--- src/rtl/clock_startup_map.vh ---
`ifndef CLOCK_STARTUP_MAP_VH
`define CLOCK_STARTUP_MAP_VH

// Register byte offsets on the Wishbone slave.
`define FUSE_OFFSET        4'h0
`define PRESCALE_OFFSET    4'h4
`define CONTROL_OFFSET     4'h8
`define STATUS_OFFSET      4'hC

// Fuse register field positions; a fuse bit reads 0 when programmed.
`define FUSE_SRC_SEL_LSB   0
`define FUSE_STARTUP_LSB   4
`define FUSE_DIV8_BIT      6
`define FUSE_RSTDIS_BIT    7

// Shipped fuse image: select 0010, start-up 10, divide-by-eight programmed.
`define FUSE_SHIPPED       8'hA2

// Source select codes.
`define SRC_SEL_EXTERNAL   4'h0
`define SRC_SEL_RC8M       4'h2
`define SRC_SEL_OSC128K    4'h3
`define SRC_SEL_LF_XTAL    4'h4

// Prescaler select values loaded at reset, and the highest non-reserved select.
`define PRESCALE_DIV8      4'h3
`define PRESCALE_DIV1      4'h0
`define PRESCALE_MAX_SEL   4'h8

// Clock-cycle counts of the start-up phases.
`define CK_WAKE_6          16'h0006
`define CK_WAKE_258        16'h0102
`define CK_WAKE_1K         16'h0400
`define CK_WAKE_16K        16'h4000
`define CK_WAKE_32K        16'h8000
`define CK_RESET_14        16'h000E

// Watchdog oscillator cycles of the millisecond delays.
`define WDT_CYCLES_4MS     14'h0200
`define WDT_CYCLES_64MS    14'h2000

// Millisecond delay selections.
`define MS_NONE            2'h0
`define MS_4               2'h1
`define MS_64              2'h2

`endif

--- src/rtl/system_prescaler.v ---
`timescale 1ns/10ps
`default_nettype none
`include "clock_startup_map.vh"

module system_prescaler (
  input  wire       clk,
  input  wire       rst_b,
  input  wire       ce,
  input  wire       src_tick,
  input  wire [3:0] sel,
  output reg        tick_reg
);

  reg  [7:0] count_reg;
  wire [3:0] sel_eff;
  wire [7:0] last;
  wire [8:0] span;

  // Reserved selections above 8 fall back to the slowest division, 256.
  assign sel_eff = (sel > `PRESCALE_MAX_SEL) ? `PRESCALE_MAX_SEL : sel;
  assign span    = (9'h001 << sel_eff) - 9'h001;
  assign last    = span[7:0];

  // One division counter serves every clock domain, so all stay in step.
  always @(posedge clk or negedge rst_b) begin
    if (!rst_b) begin
      count_reg <= 8'h00;
      tick_reg  <= 1'b0;
    end else if (ce) begin
      tick_reg <= 1'b0;
      if (src_tick) begin
        if (count_reg >= last) begin
          count_reg <= 8'h00;
          tick_reg  <= 1'b1;
        end else begin
          count_reg <= count_reg + 8'h01;
        end
      end
    end
  end

endmodule // system_prescaler
`default_nettype wire

--- src/rtl/clock_source_startup_sequencer.v ---
// Summary of operation
// - Select 0011 runs from 128 kHz oscillator.
// - 128 kHz: wake 6 CK, reset 14CK plus ms.
// - Reset pin disabled stretches shortest delay to 4ms.
// - Select 0100 runs from watch crystal.
// - Watch crystal wake and reset delays per code.
// - Upper select bits pick crystal frequency range.
// - Crystal, low select bit 0 delay table.
// - Crystal, low select bit 1 delay table.
// - Shipped fuses: 0010, code 10, divide-by-eight.
// - Prescaler divides all domain clocks equally.
// - Millisecond delays counted on watchdog oscillator.
// - Prescaler field resets to 0011 or 0000.
//
// Decided for this implementation: the register offsets and register access over Wishbone.
`timescale 1ns/10ps
`default_nettype none
`include "clock_startup_map.vh"

module clock_source_startup_sequencer (
  input  wire        clk,
  input  wire        rst_b,
  input  wire        ce,
  input  wire        wb_cyc_i,
  input  wire        wb_stb_i,
  input  wire        wb_we_i,
  input  wire [3:0]  wb_adr_i,
  input  wire [3:0]  wb_sel_i,
  input  wire [31:0] wb_dat_i,
  output wire [31:0] wb_dat_o,
  output wire        wb_ack_o,
  input  wire        osc128k_tick,
  input  wire        lf_xtal_tick,
  input  wire        xtal_tick,
  input  wire        rc8m_tick,
  input  wire        ext_clk_tick,
  input  wire        wdt_osc_tick,
  input  wire        wake_req,
  output wire        core_stall,
  output wire [1:0]  xtal_range,
  output wire        core_domain_clock,
  output wire        io_domain_clock,
  output wire        converter_domain_clock,
  output wire        program_memory_domain_clock
);

  localparam [1:0] ST_RUN = 2'b00;
  localparam [1:0] ST_CK  = 2'b01;
  localparam [1:0] ST_MS  = 2'b10;

  reg  [7:0]  fuse_reg;
  reg  [3:0]  prescaler_select_field_reg;
  reg  [1:0]  state_reg;
  reg  [15:0] ck_count_reg;
  reg  [15:0] ck_target_reg;
  reg  [13:0] ms_count_reg;
  reg  [1:0]  ms_sel_reg;
  reg  [3:0]  active_sel_reg;
  reg         reserved_cfg_reg;
  reg         stall_reg;
  reg  [1:0]  xtal_range_reg;
  reg         domain_en_reg;
  reg         ack_reg;
  reg  [31:0] dat_reg;
  reg         restart_reg;

  wire [3:0] clock_source_select_fuses;
  wire [1:0] startup_time_fuses;
  wire       divide_by_eight_fuse;
  wire       reset_pin_disable_fuse;
  wire       src_tick;
  wire       presc_tick;
  wire       bus_req;

  // Fuse bits read 0 when programmed.
  assign clock_source_select_fuses = fuse_reg[`FUSE_SRC_SEL_LSB +: 4];
  assign startup_time_fuses        = fuse_reg[`FUSE_STARTUP_LSB +: 2];
  assign divide_by_eight_fuse      = fuse_reg[`FUSE_DIV8_BIT];
  assign reset_pin_disable_fuse    = fuse_reg[`FUSE_RSTDIS_BIT];
  assign bus_req                   = wb_cyc_i & wb_stb_i & ~ack_reg;

  // Wake count, reset 14CK flag, millisecond choice and validity per fuse setting.
  reg [15:0] tbl_wake;
  reg        tbl_add14;
  reg [1:0]  tbl_ms;
  reg        tbl_bad;
  always @* begin
    tbl_wake  = `CK_WAKE_6;
    tbl_add14 = 1'b1;
    tbl_ms    = `MS_64;
    tbl_bad   = 1'b0;
    if (clock_source_select_fuses[3]) begin
      if (!clock_source_select_fuses[0]) begin
        case (startup_time_fuses)
          2'b00: begin
            tbl_wake = `CK_WAKE_258;
            tbl_ms   = `MS_4;
          end
          2'b01: begin
            tbl_wake = `CK_WAKE_258;
            tbl_ms   = `MS_64;
          end
          2'b10: begin
            tbl_wake = `CK_WAKE_1K;
            tbl_ms   = `MS_NONE;
          end
          default: begin
            tbl_wake = `CK_WAKE_1K;
            tbl_ms   = `MS_4;
          end
        endcase
      end else begin
        case (startup_time_fuses)
          2'b00: begin
            tbl_wake = `CK_WAKE_1K;
            tbl_ms   = `MS_64;
          end
          2'b01: begin
            tbl_wake = `CK_WAKE_16K;
            tbl_ms   = `MS_NONE;
          end
          2'b10: begin
            tbl_wake = `CK_WAKE_16K;
            tbl_ms   = `MS_4;
          end
          default: begin
            tbl_wake = `CK_WAKE_16K;
            tbl_ms   = `MS_64;
          end
        endcase
      end
    end else if (clock_source_select_fuses == `SRC_SEL_LF_XTAL) begin
      tbl_add14 = 1'b0;
      case (startup_time_fuses)
        2'b00: begin
          tbl_wake = `CK_WAKE_1K;
          tbl_ms   = `MS_4;
        end
        2'b01: begin
          tbl_wake = `CK_WAKE_1K;
          tbl_ms   = `MS_64;
        end
        2'b10: begin
          tbl_wake = `CK_WAKE_32K;
          tbl_ms   = `MS_64;
        end
        default: begin
          tbl_wake = `CK_WAKE_32K;
          tbl_bad  = 1'b1;
        end
      endcase
    end else if (clock_source_select_fuses == `SRC_SEL_OSC128K ||
                 clock_source_select_fuses == `SRC_SEL_RC8M ||
                 clock_source_select_fuses == `SRC_SEL_EXTERNAL) begin
      case (startup_time_fuses)
        2'b00: tbl_ms = reset_pin_disable_fuse ? `MS_NONE : `MS_4;
        2'b01: tbl_ms = `MS_4;
        2'b10: tbl_ms = `MS_64;
        default: tbl_bad = 1'b1;
      endcase
    end else begin
      tbl_bad = 1'b1;
    end
  end

  // The selected source paces every CK count and the prescaler input.
  assign src_tick =
    (active_sel_reg[3])                    ? xtal_tick :
    (active_sel_reg == `SRC_SEL_OSC128K)   ? osc128k_tick :
    (active_sel_reg == `SRC_SEL_LF_XTAL)   ? lf_xtal_tick :
    (active_sel_reg == `SRC_SEL_EXTERNAL)  ? ext_clk_tick :
                                             rc8m_tick;

  system_prescaler u_prescaler (
    .clk      (clk),
    .rst_b    (rst_b),
    .ce       (ce),
    .src_tick (src_tick),
    .sel      (prescaler_select_field_reg),
    .tick_reg (presc_tick)
  );

  // Start-up sequencer. Fuses are sampled only when a sequence begins, so a
  // fuse write takes effect at the next restart, and its wake count at the next wake.
  always @(posedge clk or negedge rst_b) begin
    if (!rst_b) begin
      state_reg                  <= ST_CK;
      ck_count_reg               <= 16'h0000;
      ck_target_reg              <= 16'h0000;
      ms_count_reg               <= 14'h0000;
      ms_sel_reg                 <= `MS_NONE;
      active_sel_reg             <= `SRC_SEL_RC8M;
      reserved_cfg_reg           <= 1'b0;
      stall_reg                  <= 1'b1;
      xtal_range_reg             <= 2'b00;
      prescaler_select_field_reg <= `PRESCALE_DIV8;
      restart_reg                <= 1'b1;
    end else if (ce) begin
      if (restart_reg) begin
        // Reset entry: wake count plus 14CK where listed, then milliseconds.
        restart_reg      <= 1'b0;
        state_reg        <= ST_CK;
        stall_reg        <= 1'b1;
        active_sel_reg   <= clock_source_select_fuses;
        xtal_range_reg   <= clock_source_select_fuses[2:1];
        ck_count_reg     <= 16'h0000;
        ck_target_reg    <= tbl_wake + (tbl_add14 ? `CK_RESET_14 : 16'h0000);
        ms_sel_reg       <= tbl_ms;
        ms_count_reg     <= 14'h0000;
        reserved_cfg_reg <= tbl_bad;
        prescaler_select_field_reg <= divide_by_eight_fuse ? `PRESCALE_DIV1
                                                           : `PRESCALE_DIV8;
      end else if (state_reg == ST_RUN && wake_req) begin
        // Wake from power-down or power-save counts only clock cycles.
        state_reg     <= ST_CK;
        stall_reg     <= 1'b1;
        ck_count_reg  <= 16'h0000;
        ck_target_reg <= tbl_wake;
        ms_sel_reg    <= `MS_NONE;
      end else if (bus_req && wb_we_i && wb_sel_i[0] && wb_adr_i == `PRESCALE_OFFSET) begin
        prescaler_select_field_reg <= wb_dat_i[3:0];
      end else if (bus_req && wb_we_i && wb_sel_i[0] && wb_adr_i == `CONTROL_OFFSET
                   && wb_dat_i[0]) begin
        restart_reg <= 1'b1;
      end else begin
        case (state_reg)
          ST_CK: begin
            if (ck_count_reg >= ck_target_reg) begin
              if (ms_sel_reg == `MS_NONE) begin
                state_reg <= ST_RUN;
                stall_reg <= 1'b0;
              end else begin
                state_reg <= ST_MS;
              end
            end else if (src_tick) begin
              ck_count_reg <= ck_count_reg + 16'h0001;
            end
          end
          ST_MS: begin
            if (ms_count_reg >= ((ms_sel_reg == `MS_4) ? `WDT_CYCLES_4MS
                                                       : `WDT_CYCLES_64MS)) begin
              state_reg <= ST_RUN;
              stall_reg <= 1'b0;
            end else if (wdt_osc_tick) begin
              ms_count_reg <= ms_count_reg + 14'h0001;
            end
          end
          ST_RUN: begin
            stall_reg <= 1'b0;
          end
          default: begin
            state_reg <= ST_RUN;
          end
        endcase
      end
    end
  end

  // One prescaled enable feeds every domain; held low while the core stalls.
  // A starting sequence also gates it, so no pulse slips out as stall rises.
  always @(posedge clk or negedge rst_b) begin
    if (!rst_b) begin
      domain_en_reg <= 1'b0;
    end else if (ce) begin
      domain_en_reg <= presc_tick & ~stall_reg & ~restart_reg
                       & ~(state_reg == ST_RUN && wake_req);
    end
  end

  // Fuse image, writable from software to emulate fuse programming.
  always @(posedge clk or negedge rst_b) begin
    if (!rst_b) begin
      fuse_reg <= `FUSE_SHIPPED;
    end else if (ce) begin
      if (bus_req && wb_we_i && wb_sel_i[0] && wb_adr_i == `FUSE_OFFSET) begin
        fuse_reg <= wb_dat_i[7:0];
      end
    end
  end

  // Wishbone slave: ack one cycle after the request, dropped the next cycle.
  // Unmapped addresses are acknowledged and read as zero.
  always @(posedge clk or negedge rst_b) begin
    if (!rst_b) begin
      ack_reg <= 1'b0;
      dat_reg <= 32'h00000000;
    end else if (ce) begin
      ack_reg <= bus_req;
      if (bus_req && !wb_we_i) begin
        case (wb_adr_i)
          `FUSE_OFFSET:     dat_reg <= {24'h000000, fuse_reg};
          `PRESCALE_OFFSET: dat_reg <= {28'h0000000, prescaler_select_field_reg};
          `STATUS_OFFSET:   dat_reg <= {20'h00000, active_sel_reg, 3'h0,
                                        reserved_cfg_reg, ms_sel_reg,
                                        state_reg == ST_MS, stall_reg};
          default:          dat_reg <= 32'h00000000;
        endcase
      end else begin
        dat_reg <= 32'h00000000;
      end
    end
  end

  assign wb_dat_o                    = dat_reg;
  assign wb_ack_o                    = ack_reg;
  assign core_stall                  = stall_reg;
  assign xtal_range                  = xtal_range_reg;
  assign core_domain_clock           = domain_en_reg;
  assign io_domain_clock             = domain_en_reg;
  assign converter_domain_clock      = domain_en_reg;
  assign program_memory_domain_clock = domain_en_reg;

endmodule // clock_source_startup_sequencer
`default_nettype wire

--- config.mk ---
export PLATFORM = sky130hd
export DESIGN_NAME = clock_source_startup_sequencer
export DESIGN_NICKNAME = d
export VERILOG_FILES = /design/src/rtl/system_prescaler.v /design/src/rtl/clock_source_startup_sequencer.v
export VERILOG_INCLUDE_DIRS = /design/src /design/src/rtl
export SDC_FILE = /design/constraint.sdc
export NUM_CORES = 1
export LEC_CHECK = 0
export BUFFER_PORTS_ARGS = -buffer_cell sky130_fd_sc_hd__buf_2
export CORE_MARGIN = 5
export CORE_UTILIZATION = 50
export CTS_BUF_LIST = sky130_fd_sc_hd__clkbuf_2 sky130_fd_sc_hd__clkbuf_4 sky130_fd_sc_hd__clkbuf_8
export CTS_CLUSTER_SIZE = 25
export DETAILED_ROUTE_END_ITERATION = 16
export PLACE_DENSITY_LB_ADDON = 0.08
export SLEW_MARGIN = 30
export SYNTH_ARGS = -nofsm -noshare
export SYNTH_HDL_FRONTEND = slang
export SYNTH_SLANG_ARGS = --single-unit
--- constraint.sdc ---
create_clock -name clk -period 2.9 [get_ports clk]
set_input_delay 0.29 -clock clk [delete_from_list [all_inputs] [get_ports clk]]
set_output_delay 0.29 -clock clk [all_outputs]
set_load 0.05 [all_outputs]
Word-level counts from Yosys, hierarchy flattened:

Cells that the tools add are included.

* register bits after elaboration: 114
* input port bits: 53

* $add $sub $neg: 5
* $lt $le $gt $ge: 4
* equality and inequality tests: 24
* shift-type cells: 1
* mux-type cells: 75
* bitwise operators: 9
* reductions and logical operators: 35

Operator list (count)
* 16-bit two-way mux: 13
* 14-bit two-way mux: 8
* 12-bit one-hot mux with 3 select lines: 1
* 32-bit two-way mux: 1
* 2-bit two-way mux: 15
* 1-bit two-way mux: 24
* 4-bit two-way mux: 5
* 16-bit by 1-bit adder with 16-bit output (second input constant): 1
* 16-bit by 4-bit adder with 16-bit output: 1
* 16-bit >= comparator: 1
* 15-bit two-way mux: 1
* 14-bit by 1-bit adder with 14-bit output (second input constant): 1
* 14-bit >= comparator: 1
* 7-bit AND reduction: 2
* 4-bit by 2-bit == test with 1-bit output (second input constant): 3
* 4-bit by 3-bit == test with 1-bit output (second input constant): 3
* 4-bit zero test: 3
* 3-bit by 2-bit != test with 1-bit output (second input constant): 4
* 4-bit != test (second input constant): 3
* 2-bit one-hot mux with 2 select lines: 3
* 6-bit AND reduction: 2
* 11-bit two-way mux: 1
* 8-bit by 1-bit adder with 8-bit output (second input constant): 1
* 4-bit == test (second input constant): 2
* 23 further kinds: 53

Depth between registers and ports, before layout:

Gate-level depths: netlist of run 1.

* word-level depth: 12
* gate-level depth with buffers: 14
* mapped depth without buffers: 13

Cells and area by module:

From an unflattened synthesis of run 1, not the netlist that was laid out.

* cell total of the unflattened synthesis: 554
* area total of the unflattened synthesis: 5177.5 sq um

Modules (own cells, without submodules)
* clock_source_startup_sequencer: instances 1, cells each 470, area each 4451.8 sq um
* system_prescaler: instances 1, cells each 84, area each 725.7 sq um

Worst setup path after synthesis of run 1:

No wires, ideal clock.

* path type: register to register
* from: register prescaler_select_field_reg[3]
* to: register u_prescaler.count_reg[7]
* setup time: 0.095 ns
* data arrival time: 2.912 ns
* required time: 2.805 ns
* slack: -0.108 ns
* cell stages (with the launch flop): 14
* buffers on the path: 2
* cell sequence: dfrtp_1 clkbuf_1 nor3_1 nand2b_1 ha_1 a21o_1 a32oi_1 ha_1 a21o_1 a221oi_1 o21ai_1 or2_0 clkbuf_1 o31ai_1

* word-level cells in the longest chain between the ends: 6

RTL lines
* start: declaration: RTL line clock_source_startup_sequencer.v:52 `reg [3:0] prescaler_select_field_reg;`
* start signal: assignment: RTL line clock_source_startup_sequencer.v:196 `` prescaler_select_field_reg <= `PRESCALE_DIV8; ``
* start signal: assignment: RTL line clock_source_startup_sequencer.v:211 `` prescaler_select_field_reg <= divide_by_eight_fuse ? `PRESCALE_DIV1 ``
* start signal: assignment: RTL line clock_source_startup_sequencer.v:221 `prescaler_select_field_reg <= wb_dat_i[3:0];`
* 4-bit greater-than comparator (no line)
* 4-bit two-way mux (*): RTL line system_prescaler.v:20 `` assign sel_eff = (sel > `PRESCALE_MAX_SEL) ? `PRESCALE_MAX_SEL : sel; ``
* 1-bit by 4-bit left shift with 8-bit output (*): RTL line system_prescaler.v:21 `assign span = (9'h001 << sel_eff) - 9'h001;`
* 8-bit by 1-bit subtractor with 8-bit output (*): RTL line system_prescaler.v:21
* 8-bit >= comparator (*): RTL line system_prescaler.v:32 `if (count_reg >= last) begin`
* 8-bit two-way mux (*): RTL line system_prescaler.v:32
* end signal: assignment: RTL line system_prescaler.v:36 `count_reg <= count_reg + 8'h01;`
* end: declaration: RTL line system_prescaler.v:14 `reg [7:0] count_reg;`

Every way passes the cells marked *; elsewhere a longest branch is shown, timed or not.
A chain may end at the register's enable or synchronous reset.

Worst setup path in the final report of run 1:

* from: register ms_sel_reg[1]
* to: register ms_count_reg[4]

* word-level cells in the longest chain between the ends: 5

RTL lines
* start: declaration: RTL line clock_source_startup_sequencer.v:57 `reg [1:0] ms_sel_reg;`
* start signal: assignment: RTL line clock_source_startup_sequencer.v:191 `` ms_sel_reg <= `MS_NONE; ``
* start signal: assignment: RTL line clock_source_startup_sequencer.v:208 `ms_sel_reg <= tbl_ms;`
* start signal: assignment: RTL line clock_source_startup_sequencer.v:219 `` ms_sel_reg <= `MS_NONE; ``
* 2-bit by 1-bit == test with 1-bit output (no line)
* 14-bit two-way mux (no line)
* 14-bit >= comparator: RTL line clock_source_startup_sequencer.v:240 `` if (ms_count_reg >= ((ms_sel_reg == `MS_4) ? `WDT_CYCLES_4MS ``
* 2-bit != test (no line)
* 7-bit AND reduction (no line)
* end signal: assignment: RTL line clock_source_startup_sequencer.v:245 `ms_count_reg <= ms_count_reg + 14'h0001;`
* end: declaration: RTL line clock_source_startup_sequencer.v:56 `reg [13:0] ms_count_reg;`

Every way passes these cells.

==> impl_metrics.sql, run 1 <==
INSERT INTO impl_metrics (metric_group, metric, value, unit) VALUES
('run_status', 'run_status', 'finished, violations left', ''),
('run_status', 'violations', 'hold timing', ''),
('route', 'dr.pass1.iters', '4', ''),
('place', 'place.gp.congestion', '0.780', ''),
('final_layout', 'largest_reg_flops', '16', ''),
('worst_setup_path', 'setup.worst_path.end_class', 'register', ''),
('final_layout', 'layout-area-overhead-vs-synth', '12.0', '%'),
('route', 'drtAntennaViolNets', '0', ''),
('place', 'placement.setup.worst_slack', '28.2', 'ps'),
('timing', 'setup-violations-final', '0', ''),
('timing', 'period_share', '92.7', '%'),
('synth', 'synth_sequential_area_ratio', '41.3', '%'),
('floorplan', 'die-height', '112', 'µm'),
('synth', 'synth-edff-count', '0', ''),
('synth', 'area_of_the_mapped_netlist', '5180', 'µm²'),
('final_layout', 'fin_area', '5800', 'µm²'),
('timing', 'worst_slew_margin_rel', '47.2', '%'),
('place', 'port_buffers', '45', ''),
('global_route', 'grt_overflow', '0', ''),
('clock_tree', 'cts_buffer_depth', '2', ''),
('timing', 'fin_hold_ws', '-21.3', 'ps'),
('synth', 'gate_count_of_the_mapped_netlist', '573', ''),
('final_layout', 'antennaDiodeCount', '0', ''),
('clock_tree', 'skew_pair_late_insertion_delay', '360', 'ps'),
('timing', 'postLayoutSetupSlackWorst', '211', 'ps'),
('final_layout', 'drive_gt1_share', '17.8', '%'),
('floorplan', 'design.die.area', '12500', 'µm²'),
('global_route', 'first_global_vias', '4140', ''),
('global_route', 'grt_max_degree', '86', ''),
('floorplan', 'die_w', '112', 'µm'),
('synth', 'yosysWarnings', '0', ''),
('route', 'drc', '0', ''),
('global_route', 'antenna_violations_before_repair', '0', ''),
('route', 'post_drt_via_cell_ratio', '5.59', ''),
('worst_setup_path', 'worst_setup_path_start_kind', 'register', ''),
('timing', 'worstMarginPinSlew', '792', 'ps'),
('clock_tree', 'tritoncts', 'yes', ''),
('floorplan', 'boundary_pins', '93', ''),
('final_layout', 'num-nets-final', '704', ''),
('place', 'dpl_cell_area', '5520', 'µm²'),
('global_route', 'grtUsageTotal', '19.5', '%'),
('floorplan', 'number_of_standard_cell_rows_in_the_floorplan', '37', ''),
('power', 'irDropWorstVdd', '0.384', 'mV'),
('clock_tree', 'cts-hold-fix-buffers', '0', ''),
('synth', 'syn_avg_cell_area', '9.04', 'µm²'),
('route', 'highest_layer', 'met4', ''),
('timing', 'timing.final.hold_violations', '15', ''),
('synth', 'synth.top_cells.by_area', 'sky130_fd_sc_hd__dfrtp_1, sky130_fd_sc_hd__ha_1, sky130_fd_sc_hd__nand2_1, sky130_fd_sc_hd__dfstp_2, sky130_fd_sc_hd__buf_4', ''),
('synth', 'synth_top_area_share', '36.7', '%'),
('worst_setup_path', 'worstPathRequired', '3120', 'ps'),
('clock_tree', 'cts-htree-levels', '3', ''),
('route', 'met2RoutedLength', '5450', 'µm'),
('clock_tree', 'clock-sinks', '85', ''),
('timing', 'slew_viol_final', '0', ''),
('min_path', 'worst_hold_path_type', 'in -> async', ''),
('clock_tree', 'clock-root-buffer', 'sky130_fd_sc_hd__clkbuf_8', ''),
('flow_run', 'max_cap_viol_count', '0', ''),
('synth', 'synthMostInstantiatedCell', 'sky130_fd_sc_hd__dfrtp_1', ''),
('worst_setup_path', 'worstSetupPathType', 'reg -> reg', ''),
('power', 'powerDensity', '610', 'nW/µm²'),
('route', 'detailroute.wirelength.met3', '503', 'µm'),
('route', 'finalWirelength', '11700', 'µm'),
('timing', 'final_worst_path_period_need', '2690', 'ps'),
('synth', 'ys_seq_elements', '85', ''),
('route', 'm1WireLength', '5640', 'µm'),
('synth', 'yosys_most_used_dff', 'sky130_fd_sc_hd__dfrtp_1', ''),
('worst_setup_path', 'critical_path_fanout_max', '13', ''),
('synth', 'ys_async_sr_fraction', '100', '%'),
('timing', 'skew', '9.66', 'ps'),
('synth', 'post_synth_most_frequent_cells', 'sky130_fd_sc_hd__dfrtp_1, sky130_fd_sc_hd__nand2_1, sky130_fd_sc_hd__inv_1', ''),
('route', 'via_count', '4270', '');
## what timing repair did
item | CTS | global route
setup endpoints to repair | 1 | 7
setup buffers | 0 | 4
gates resized for setup | 1 | 8
pin swaps | 0 | 6
## placed cells by master (no fill, tap or decap), drive strengths merged, types with 6 or more instances in the layout
cell type and instances:
inv 41, nand3b 6, and3 12, o211ai 10
mux2 9, conb 20, nor2b 6, o21ai 41
buf 65, clkbuf 12, a21oi 9, mux2i 9
nor2 39, nand2 65, o22ai 7, nand2b 12
dfrtp 76, ha 28, nor3 12, xor2 11
nand4 14, nand3 24, dfstp 9, or4 6
o31ai 13
## metrics by stage
| step | instances | total power (W) | TNS [ps] | util, % |
|---|---|---|---|---|
| finish | 764 | 0.00354 | 0 | 56.7 |
| global route | 764 | 0.00378 | -11.8 | 56.7 |
| CTS | 760 | 0.00354 | 0 | 56.1 |
| floorplan | 592 | 0.00231 | 0 | - |
| global placement | 744 | 0.00259 | 0 | 54.0 |
| detailed placement | 744 | 0.00263 | 0 | 54.0 |
## final timing paths
kind                              startpoint                 to  slack [ps]  cells past startpoint
max in group asynchronous              rst_b   ck_target_reg[4]        2380                      1
min in group clk                 wb_dat_i[4]        fuse_reg[4]         160                      2
setup / recovery               ms_sel_reg[1]    ms_count_reg[4]         210                      9
hold reg to reg            ck_target_reg[14]  ck_target_reg[14]         480                      2
hold / removal                         rst_b        wb_dat_o[9]         -20                      1
setup reg to reg               ms_sel_reg[1]    ms_count_reg[4]         210                      9
## cell families (layout without fill, tap and decap cells)
kind of cell	Yosys count	after routing	share of synthesized area [%]
adder cells (fa/ha/maj)	28	28	6.76
buffers and inverters	86	122	8.11
flip-flops	85	85	41.3
AND/OR/NAND/NOR	224	224	22.3
other	1	20	0.0724
AO/OA/AOI/OAI	117	117	15.4
XOR/XNOR	14	14	2.37
multiplexers	18	18	3.69
## cell type report
class	instances	area, µm²
fillers	975	4430
multi-input cells	421	2750
flip-flops and latches	85	2140
repair buffers	65	385
well taps	136	170
clock buffers	12	165
inverters	41	154
clock inverters	4	45.0
## power by group
part	leakage (nW)	total, W	switching, W	internal, W
registers	1.13	0.00146	0.000129	0.00133
logic	1.52	0.00119	0.000732	0.000456
clock network	0.112	0.000893	0.000428	0.000465
## routing by layer
layer  GRT usage (%)  vias to the layer above
met1            27.5                     2085
met3            2.83                       12
met5               0                        -
li1                -                     2094
met2            31.2                       79
met4            6.00                        0
## critical path: stages, from the launching register on
cell                      delay [ps]
sky130_fd_sc_hd__dfrtp_1         380
sky130_fd_sc_hd__nor2b_1         270
sky130_fd_sc_hd__ha_1            200
sky130_fd_sc_hd__or4b_1          450
sky130_fd_sc_hd__a211o_1         350
sky130_fd_sc_hd__o41ai_4         320
sky130_fd_sc_hd__buf_4           240
sky130_fd_sc_hd__nand4_1         130
sky130_fd_sc_hd__xor2_1          170
sky130_fd_sc_hd__nor2_1           50
(Power assumes the default switching activity.)
==> inputs of run 2 (changes only) <==
Settings changed: CORE_UTILIZATION 50 to 35, MAX_ROUTING_LAYER set to met4.
==> run 2 against run 1 <==
Net effect:
- the run now ends clean
- clock power up 18%
- power up 4.5%
- setup slack worse by 23 ps
- first-iteration DRC count down 7.8%
- worst hold slack better by 160 ps
- sequential share of layout area down 0.63 points
- clock skew up 10 ps
- flip-flop and latch count unchanged
- die area up 39%
- combinational power about the same
- critical path type unchanged
- critical endpoint is now u_prescaler.count_reg[2]
- largest cell class unchanged
- highest routed layer unchanged
==> impl_metrics.sql, run 2 (same netlist as run 1, synthesis figures left out) <==
INSERT INTO impl_metrics (metric_group, metric, value, unit) VALUES
('run_status', 'run_status', 'finished, final reports clean', ''),
('worst_setup_path', 'crit_path_launch', 'prescaler_select_field_reg[3]', ''),
('timing', 'postLayoutSetupSlackWorst', '188', 'ps'),
('route', 'via_count', '4173', ''),
('power', 'irDropWorstVdd', '0.242', 'mV'),
('floorplan', 'die_w', '132', 'µm'),
('worst_setup_path', 'worst_path_max_delay_cell', 'sky130_fd_sc_hd__dfrtp_1', ''),
('global_route', 'wire_length_of_the_first_global_routing_pass', '21800', 'µm'),
('worst_setup_path', 'setup.worst_path.end_class', 'register', ''),
('floorplan', 'design.die.area', '17300', 'µm²'),
('timing', 'slew_viol_final', '0', ''),
('final_layout', 'largest_reg_flops', '16', ''),
('route', 'post_drt_via_cell_ratio', '5.15', ''),
('timing', 'period_share', '93.5', '%'),
('worst_setup_path', 'critPathArrivalTime', '3020', 'ps'),
('global_route', 'grtUsageTotal', '15.8', '%'),
('floorplan', 'floorplan.core_area', '14500', 'µm²'),
('worst_setup_path', 'worstPathRequired', '3200', 'ps'),
('place', 'place.gp.congestion', '0.795', ''),
('worst_setup_path', 'worst_setup_path_start_kind', 'register', ''),
('power', 'power.internal', '0.00237', 'W'),
('global_route', 'first_global_vias', '4171', ''),
('timing', 'fin_hold_ws', '140', 'ps'),
('route', 'drt_iter0_drc', '270', ''),
('route', 'drc', '0', ''),
('clock_tree', 'cts-htree-levels', '3', ''),
('timing', 'skew', '20.1', 'ps'),
('final_layout', 'drive_gt1_share', '17.4', '%'),
('final_layout', 'fin_area', '5900', 'µm²'),
('worst_setup_path', 'critical_path_fanout_max', '5', ''),
('global_route', 'grt_overflow', '0', ''),
('clock_tree', 'skew_pair_late_insertion_delay', '380', 'ps'),
('route', 'detail_route.wl_per_cell', '16.1', 'µm'),
('global_route', 'antenna_violations_before_repair', '0', ''),
('timing', 'timing.final.hold_violations', '0', ''),
('timing', 'worstMarginPinSlew', '806', 'ps'),
('worst_setup_path', 'worstSetupPathType', 'reg -> reg', ''),
('floorplan', 'number_of_standard_cell_rows_in_the_floorplan', '44', ''),
('worst_setup_path', 'worst-r2r-setup-slack', '190', 'ps'),
('floorplan', 'die-height', '132', 'µm'),
('worst_setup_path', 'timing.critical_path.max_delay_family', 'compound AO/OA/AOI/OAI gates', ''),
('final_layout', 'final_cell_mix', 'sky130_fd_sc_hd__dfrtp_1, sky130_fd_sc_hd__nand2_1, sky130_fd_sc_hd__buf_2', ''),
('place', 'hpwlAfterDp', '9650', 'µm'),
('floorplan', 'boundary_pins', '93', ''),
('place', 'port_buffers', '45', ''),
('route', 'drtAntennaViolNets', '0', ''),
('timing', 'timing.fmax', '369', 'MHz'),
('min_path', 'worst_hold_path_type', 'in -> reg', ''),
('final_layout', 'layout.cells.most_common', 'sky130_fd_sc_hd__dfrtp_1', ''),
('route', 'finalWirelength', '13100', 'µm'),
('power', 'netSwitchingPower', '0.00133', 'W'),
('final_layout', 'antennaDiodeCount', '0', ''),
('flow_run', 'max_cap_viol_count', '0', ''),
('floorplan', 'effective_utilization_at_floorplan', '35.7', '%'),
('power', 'power.leakage', '2.76', 'nW'),
('clock_tree', 'tritoncts', 'yes', ''),
('power', 'powerDensity', '626', 'nW/µm²'),
('clock_tree', 'cts_buffer_depth', '2', ''),
('worst_setup_path', 'worst_r2r_startpoint', 'prescaler_select_field_reg[3]', ''),
('global_route', 'grt_max_degree', '58', ''),
('route', 'dr.pass1.iters', '4', ''),
('worst_setup_path', 'crit_chain', 'nor3_2, nand2b_1, ha_4, nor3_2, a21o_1, a32oi_2, ha_1, a21o_1, a221oi_2, o21ai_2, or2_1, buf_6, o21ai_1', ''),
('place', 'dpl_cell_area', '5590', 'µm²'),
('timing', 'setup-violations-final', '0', ''),
('power', 'combinationalPowerShare', '31.8', '%'),
('power', 'swShare', '36.0', '%'),
('timing', 'worst_slew_margin_rel', '46.3', '%'),
('power', 'total_power', '0.00370', 'W'),
('final_layout', 'layout-area-overhead-vs-synth', '13.9', '%'),
('clock_tree', 'clock_buffers_created_by_tritoncts', '9', ''),
('power', 'sequential_fraction_of_design_power', '39.9', '%'),
('power', 'pwr-share-clk', '28.3', '%'),
('place', 'placement.setup.worst_slack', '94.0', 'ps'),
('min_path', 'origin_of_the_worst_min_delay_path', 'wb_dat_i[4]', ''),
('clock_tree', 'cts.reportedPaths.clkPinSlew', '90', 'ps'),
('timing', 'final_worst_path_period_need', '2710', 'ps'),
('worst_setup_path', 'critical_path.n_buffers_inverters', '1', ''),
('worst_setup_path', 'critical-path-max-stage-delay', '400', 'ps'),
('final_layout', 'num-nets-final', '703', ''),
('clock_tree', 'clock-sinks', '85', ''),
('clock_tree', 'clock-root-buffer', 'sky130_fd_sc_hd__clkbuf_8', '');
-- run 2: changes by cell type in the layout (fill, tap and decap cells not counted), sizes merged --
cell / change
clkinv: -1
clkinvlp: +1
buf: -2
bufinv: +2
clkbuf: -2
dlygate4sd3: +1
-- run 2: what timing repair did --
item | in CTS | in global routing
endpoints found under the setup margin | 0 | 9
setup buffers | 0 | 2
hold endpoints to repair | 2 | 0
resized for setup | 0 | 9
hold buffers | 1 | 0
-- run 2: layout make-up --
class | count | area [µm²]
fill | 1505 | 8630
multi-input combinational | 421 | 2750
sequential | 85 | 2140
timing repair buffer | 64 | 389
tap | 184 | 230
inverter | 41 | 154
clock buffer | 10 | 131
clock inverter | 6 | 111
-- run 2: power by group through the flow --
stage	registers, W	clock network [W]	logic, W
6_report	0.00148	0.00105	0.00118
5_1_grt	0.00151	0.00113	0.00133
4_1_cts	0.00148	0.00108	0.00114
3_5_place_dp	0.00150	0	0.00114
3_3_place_gp	0.00150	0	0.00112
2_1_floorplan	0.00149	0	0.000826
-- run 2: worst paths after layout --
| kind | to | cells past startpoint |
|---|---|---|
| worst min-delay path | fuse_reg[4] | 2 |
| worst min register to register | reserved_cfg_reg | 2 |
| max in group asynchronous | restart_reg | 3 |
| min in group asynchronous | wb_dat_o[9] | 2 |
| worst max-delay path | u_prescaler.count_reg[2] | 13 |
| worst max register to register | u_prescaler.count_reg[2] | 13 |
-- run 2: stage by stage --
step	TNS, ps	util, %	instances
6_report	0	40.6	811
5_1_grt	-0.0777	40.6	811
4_1_cts	0	40.2	809
3_5_place_dp	0	38.5	792
3_3_place_gp	0	38.5	792
2_1_floorplan	0	-	592
-- run 2: layer usage --
| metal | vias up | wire, µm | GRT usage, % |
|---|---|---|---|
| li1 | 2094 | - | - |
| met5 | - | 0 | - |
| met3 | 12 | 447 | 2.64 |
| met1 | 2000 | 6730 | 22.2 |
| met2 | 67 | 5680 | 23.2 |
| met4 | 0 | 204 | 5.60 |
